[src/rtl/tpg_pkg.sv]
// Constants for the test pattern generator: register map, selector codes, widths.
// Assumes a 32-bit classic Wishbone register bus and a 40 MHz system clock.
package tpg_pkg;
  localparam int unsigned PIX_W = 12;
  localparam int unsigned COORD_W = 12;
  localparam int unsigned CLK_HZ = 40000000;
  // Register byte offsets
  localparam logic [7:0] ADDR_SEL = 8'h00;
  localparam logic [7:0] ADDR_CFG = 8'h04;
  localparam logic [7:0] ADDR_STAT = 8'h08;
  localparam logic [7:0] ADDR_CNT = 8'h0c;
  // Selector field
  localparam int unsigned SEL_W = 3;
  localparam logic [2:0] SEL_RESET = 3'h0;
  // Config field positions
  localparam int unsigned CFG_COLOR_BIT = 0;
  localparam int unsigned CFG_NARROW_BIT = 1;
  localparam logic [1:0] CFG_RESET = 2'h0;
  // Status field positions
  localparam int unsigned STAT_ACTIVE_BIT = 0;
  localparam int unsigned STAT_DIGITAL_BIT = 1;
  localparam int unsigned STAT_SEL_LSB = 4;
  localparam logic [PIX_W-1:0] CNT_RESET = 12'h000;
  localparam logic [PIX_W-1:0] MASK_8 = 12'h0ff;
  localparam logic [PIX_W-1:0] MASK_10 = 12'h3ff;
  localparam logic [PIX_W-1:0] MASK_12 = 12'hfff;
  localparam logic [31:0] UNMAPPED_DATA = 32'h00000000;

  typedef enum logic [2:0] {
    PAT_OFF = 3'b000,
    PAT_FIXED8 = 3'b001,
    PAT_MOVE8 = 3'b010,
    PAT_MOVE12 = 3'b011,
    PAT_FEAT8 = 3'b100,
    PAT_FEAT12 = 3'b101,
    PAT_COLOR = 3'b110
  } pattern_type;
endpackage : tpg_pkg

[src/rtl/tpg_regs.sv]
// Wishbone classic slave holding pattern selector and variant configuration.
// Assumes a classic single-cycle master; answers one cycle after the request.
`timescale 1ns/10ps
module tpg_regs
(
  input wire logic clk_i,
  input wire logic rst_i,
  input wire logic cyc_i,
  input wire logic stb_i,
  input wire logic we_i,
  input wire logic [7:0] adr_i,
  input wire logic [3:0] sel_i,
  input wire logic [31:0] dat_i,
  output logic [31:0] dat_o,
  output logic ack_o,
  input wire logic [31:0] stat_i,
  input wire logic [11:0] cnt_i,
  output logic [2:0] sel_o,
  output logic [1:0] cfg_o
);
  logic req;
  logic [2:0] sel_r;
  logic [1:0] cfg_r;
  logic [31:0] rd_nxt;

  assign sel_o = sel_r;
  assign cfg_o = cfg_r;
  assign req = cyc_i && stb_i && !ack_o;

  always_ff @(posedge clk_i)
  begin
    if (rst_i)
      ack_o <= 1'b0;
    else
      ack_o <= req;
  end

  // Only off or one of six patterns is stored
  always_ff @(posedge clk_i)
  begin
    if (rst_i)
      sel_r <= tpg_pkg::SEL_RESET;
    else if (req && we_i && sel_i[0] && adr_i == tpg_pkg::ADDR_SEL && dat_i[2:0] != 3'h7)
      sel_r <= dat_i[2:0];
  end

  always_ff @(posedge clk_i)
  begin
    if (rst_i)
      cfg_r <= tpg_pkg::CFG_RESET;
    else if (req && we_i && sel_i[0] && adr_i == tpg_pkg::ADDR_CFG)
      cfg_r <= dat_i[1:0];
  end

  always_comb
  begin
    case (adr_i)
      tpg_pkg::ADDR_SEL: rd_nxt = {29'h0, sel_r};
      tpg_pkg::ADDR_CFG: rd_nxt = {30'h0, cfg_r};
      tpg_pkg::ADDR_STAT: rd_nxt = stat_i;
      tpg_pkg::ADDR_CNT: rd_nxt = {20'h0, cnt_i};
      default: rd_nxt = tpg_pkg::UNMAPPED_DATA;
    endcase
  end

  always_ff @(posedge clk_i)
  begin
    if (rst_i)
      dat_o <= 32'h0;
    else if (req && !we_i)
      dat_o <= rd_nxt;
  end
endmodule : tpg_regs

[config.mk]
export PLATFORM = sky130hd
export DESIGN_NAME = tpg_regs
export DESIGN_NICKNAME = d
export VERILOG_FILES = /design/src/rtl/tpg_pkg.sv /design/src/rtl/tpg_regs.sv
export SDC_FILE = /design/constraint.sdc
export NUM_CORES = 1
export LEC_CHECK = 0
export BUFFER_PORTS_ARGS = -buffer_cell sky130_fd_sc_hd__buf_2
export CORE_ASPECT_RATIO = 0.7
export CORE_MARGIN = 4
export CORE_UTILIZATION = 35
export CTS_BUF_LIST = sky130_fd_sc_hd__clkbuf_8
export DETAILED_ROUTE_END_ITERATION = 16
export GPL_TIMING_DRIVEN = 0
export MAX_ROUTING_LAYER = met4
export PLACE_DENSITY = 0.89
export SLEW_MARGIN = 20
export SYNTH_ARGS = -nofsm -noshare
export SYNTH_HDL_FRONTEND = slang
export SYNTH_SLANG_ARGS = --single-unit
[constraint.sdc]
create_clock -name clk_i -period 1.4 [get_ports clk_i]
set_input_delay 0.07 -clock clk_i [delete_from_list [all_inputs] [get_ports clk_i]]
set_output_delay 0.07 -clock clk_i [all_outputs]
set_load 0.05 [all_outputs]
==> out/qor.csv, run 1 <==
metric,value,unit
netlist_area,1510,µm²
dieWidth,86.6,µm
grt_overflow,0,
ys_ff_latch,38,
endpoint_kind,flop,
vias,1508,
die_y,63.0,µm
pin_count,131,
fin_cells,313,
dieArea,5460,µm²
routed_wl,4320,µm
yosys_warnings,0,
tightest_slew,380,ps
hold_violations,0,
avgSynthCellArea,10.9,µm²
grt_pass1_vias,1495,
grt_use_total,16.3,%
antenna_found_initial,0,
globalplace.congestion,0.855,
cts.sinks,38,
clock_latency,280,ps
drc_errors,0,
nNetsFinal,353,
firstDrtPassIters,4,
numCtsBuffers,5,
dp_cells,287,
arrival,1500,ps
drv_slew,0,
clk_pin_slew_worst_paths,80,ps
grt_max_degree,13,
ant_nets,0,
start_util,37.5,%
finalCritPeriodShare,95.0,%
synthCells,139,
area_delta_synth_final,56.2,%
rsz0062_at_grt,no,
max_cap_viol_count,0,
required,1570,ps
drt-initial-drc-count,32,
grt_pass1_wl,6920,µm
dp_hpwl,3100,µm
syn_nets,232,
fp-row-count,19,
min_path_type,input port to flop,
layout_commonest_cell,buf_2,
synth_cell_types,27,
p_leak,1.19,nW
htree_levels,2,
clock-root-buffer,clkbuf_8,
routedWlPerCell,13.8,µm
post-route-min-period,1330,ps
skew,6.32,ps
final_cell_mix,"99 x buf_2, 37 x dfxtp_1, 19 x a22o_1, 18 x dlygate4sd3_1",
portBuffers,96,
ff2ff_setup_slack,70,ps
tritoncts,yes,
core,4040,µm²
outcome,"complete, no violations",
p_per_area,937,nW/µm²
antenna_cells,0,
viasPerCell,4.82,
ys_seq_area_share,50.2,%
critical_path_class,flop to flop,
drive_above_1_share,46.4,%
utilization,58.5,%
worst-path-max-fanout,10,
setup_viol,0,
fmax,752,MHz
clockBufferDepth,2,
ir_worst_vdd,522,µV
startpoint_type,flop,
slew_headroom,74.5,%
[path summary, 6_finish.rpt]
check / startpoint / end / cells past startpoint
min: stat_i[27] / dat_o[27] / 2
max: ack_o / dat_o[14] / 4
min reg2reg: dat_o[10] / dat_o[10] / 2
max reg2reg: ack_o / dat_o[14] / 4
[cell usage after synthesis]
cell       n  area share (%)
dfxtp_1   38              50
a22o_1    19              11
mux2i_1   12             7.9
nand2_1   12             3.0
o21ai_0   10             3.3
nor2_1     8             2.0
buf_2      5             1.7
nand2b_1   5             2.1
a21oi_1    3            0.99
a22oi_1    3             1.5
nor3_1     3            0.99
buf_6      2             1.5
clkbuf_1   2            0.50
mux4_2     2             3.0
nand4_1    2            0.83
nor2b_1    2            0.83
a22o_4     1             1.2
and3_1     1            0.41
and3b_1    1            0.58
and4_1     1            0.58
and4b_1    1            0.66
and4bb_2   1            0.83
nand3_1    1            0.33
nand4_4    1             1.4
nor2_4     1            0.74
nor4_4     1             1.4
nor4bb_1   1            0.66
[metrics by stage]
| stage | power [mW] | hold WS [ps] | setup slack, ps | instance area (µm²) | setup TNS (ps) |
|---|---|---|---|---|---|
| floorplan | 1.20 | 185 | 4.69 | 1530 | 0 |
| global placement | 1.30 | 279 | 2.92 | 2080 | 0 |
| detailed placement | 1.30 | 281 | -31.1 | 2080 | -208 |
| CTS | 2.25 | 3.83 | 10.1 | 2370 | 0 |
| global route | 2.31 | 8.35 | 3.47 | 2360 | 0 |
| finish | 2.22 | 18.3 | 70.5 | 2360 | 0 |
[state kept, by name, indices dropped and copies added (netlist names)]
| signal | flops |
|---|---|
| cfg_o | 2 |
| dat_o | 32 |
| ack_o | 1 |
| sel_o | 3 |
[critical path: stages, from the launching register on]
cell and delay, ps:
dfxtp_4 350, and4bb_2 340, nor2_2 70, clkbuf_2 200, a22o_1 270
[logic make-up (layout without fill, tap and decap cells)]
kind of cell / after synthesis / after routing / synth area share (%)
buffers and inverters: 9 / 131 / 3.64
and+or+nand+nor: 42 / 42 / 17.3
AOI/OAI and AO/OA: 36 / 36 / 17.9
muxes: 14 / 14 / 10.9
DFF: 38 / 38 / 50.2
[per-layer routing]
metal	routed length, µm	vias up	GRT usage (%)
li1	-	753	-
met2	2070	70	26.1
met5	0	-	-
met4	17	0	4.09
met1	1800	683	20.3
met3	428	2	4.48
[area by class of cell]
cell class / count / area [µm²]
multi-input combinational: 92 / 701
buffer: 8 / 57.6
tap: 52 / 65.1
fill: 364 / 1680
clock inverter: 3 / 40.0
clock buffer: 5 / 68.8
timing repair buffer: 115 / 668
sequential: 38 / 764
[where the power goes]
group / internal, mW / total [mW] / leakage, nW / switching [mW]
Clock: 0.524 / 0.902 / 0.0579 / 0.378
Combinational: 0.130 / 0.233 / 0.826 / 0.103
Sequential: 1.08 / 1.08 / 0.307 / 0.000891
Total: 1.74 / 2.22 / 1.19 / 0.482
[what timing repair did]
item / 4_1_cts / 5_1_grt
endpoints found under the setup margin: 10 / 20
endpoints found under the hold margin: 18 / 0
hold buffers: 18 / 0
pin swaps: 0 / 1
gates resized for setup: 1 / 0
buffers inserted: 0 / 1
Power figures use the tool's default switching activity.
==> run 2, diff against run 1 <==
Settings changed: ABC_AREA set to 1, CORE_UTILIZATION 35 to 37, PLACE_DENSITY 0.89 to 0.9.
==> out/qor.csv, run 2 <==
metric,value,unit
outcome,"complete, no violations",
grt_pass1_vias,1723,
startpoint_type,flop,
largest_reg_flops,32,
yosys-top-cells-count,"72 x nand2_1, 40 x nand3_1, 38 x dfxtp_1",
max_cap_viol_count,0,
ys_ff_latch,38,
clock-root-buffer,clkbuf_8,
antenna_found_initial,0,
grt_max_degree,12,
dieArea,5700,µm²
die_y,64.4,µm
finalCritPeriodShare,93.0,%
p_per_area,844,nW/µm²
required,1550,ps
rsz0062_at_grt,yes,
multi_input_area,787,µm²
core,4350,µm²
endpoint_kind,flop,
regMostFlops,dat_o,
grt_overflow,0,
dr_wl_met2,2060,µm
post-route-min-period,1300,ps
drive_above_1_share,36.7,%
routedWlPerCell,11.8,µm
firstDrtPassIters,4,
numCtsBuffers,5,
area_delta_synth_final,38.4,%
post-cts-setup-buffer-count,0,
yosys_warnings,0,
arrival,1450,ps
vias,1920,
synth_edf_count,0,
worst-path-max-fanout,10,
fillCellCount,444,
grt_use_total,17.1,%
min_path_type,input port to flop,
clockBufferDepth,2,
p_leak,1.12,nW
syn_nets,330,
cts.sinks,38,
placed_area,2230,µm²
synth.top_cell.area_share,45.3,%
synth_ff_type,dfxtp_1,
synth_cell_types,17,
clk_pin_slew_worst_paths,70,ps
grt_pass1_wl,7510,µm
tritoncts,yes,
skew,2.11,ps
drv_slew,0,
ys_seq_area_share,45.3,%
viasPerCell,4.85,
synthCells,237,
netlist_area,1680,µm²
fmax,768,MHz
regArea,762,µm²
antenna_cells,0,
start_util,38.6,%
routed_wl,4680,µm
htree_levels,2,
portBuffers,97,
critical_path_class,flop to flop,
final_cell_mix,"99 x buf_2, 72 x nand2_1, 40 x nand3_1, 37 x a21oi_1, 37 x dfxtp_1",
clock_latency,280,ps
pin_count,131,
ant_nets,0,
met3_length,486,µm
tightest_slew,491,ps
slew_headroom,67.3,%
setup_viol,0,
design_area,2320,µm²
synth.most_common_cell,nand2_1,
fin_ws,97.6,ps
dieWidth,88.5,µm
power,1.96,mW
nNetsFinal,434,
pre_cts_slack,6.71,ps
highest_layer,met4,
hold_violations,0,
ir_worst_vdd,492,µV
drt-initial-drc-count,47,
worst_hold_slack,44.0,ps
dp_hpwl,3770,µm
ff2ff_setup_slack,100,ps
layout_commonest_cell,buf_2,
drt-met1-wl,2120,µm
avgSynthCellArea,7.08,µm²
synthTopCellsByArea,"dfxtp_1 45%, nand2_1 16%, nand3_1 12%",
async_flop_share,0,%
yosys.area.top_type,dfxtp_1,
globalplace.congestion,0.770,
drc_errors,0,
fp-row-count,20,
## run 2: worst paths after layout
check | start | endpoint | depth (start not counted)
setup / recovery | ack_o | dat_o[31] | 6
setup reg to reg | ack_o | dat_o[31] | 6
hold / removal | stat_i[28] | dat_o[28] | 3
hold reg to reg | dat_o[25] | dat_o[25] | 2
## run 2: power by group
part | total, mW | switching [mW] | internal [mW] | leakage [nW]
combinational | 0.183 | 0.100 | 0.0828 | 0.767
clock | 0.695 | 0.361 | 0.334 | 0.0438
sequential | 1.08 | 0.000817 | 1.08 | 0.306
## run 2: repair_timing
item / in CTS / in global routing
endpoints found under the setup margin: 11 / 30
hold buffers: 0 / 0
resized for setup: 1 / 5
pin swaps: 0 / 1
## run 2: layout make-up
cell class	count	area share (%)
clock buffers	5	2.96
plain buffers	15	4.15
multi-input cells	172	33.9
well taps	55	2.96
repair buffers	97	20.9
inverters	12	1.94
flip-flops and latches	38	32.8
clock inverters	2	0.431
## run 2: critical path: stages (launching register included)
cell and delay, ps:
dfxtp_2 320, nand3b_1 220, nor2_4 230, inv_2 80
buf_2 180, nand2_1 70, a21oi_1 60
## run 2: cells by family (layout without fill, tap and decap cells)
group / after synthesis / after routing / synth area share [%]
AOI/OAI and AO/OA: 44 / 44 / 13.1
buffers and inverters: 27 / 131 / 8.12
DFF: 38 / 38 / 45.3
and+or+nand+nor: 128 / 128 / 33.5
## run 2: layer usage
metal	vias up	GRT usage (%)
met3	2	4.51
li1	987	-
met2	81	26.5
met1	850	22.3
met4	0	3.96
met5	-	-
## run 2: per-stage QoR
step / setup TNS, ps / instances / utilization (%)
floorplan: 0 / 237 / -
global placement: 0 / 389 / 51.3
detailed placement: 0 / 389 / 51.3
CTS: 0 / 396 / 53.2
global route: -16.7 / 396 / 53.4
finish: 0 / 396 / 53.4
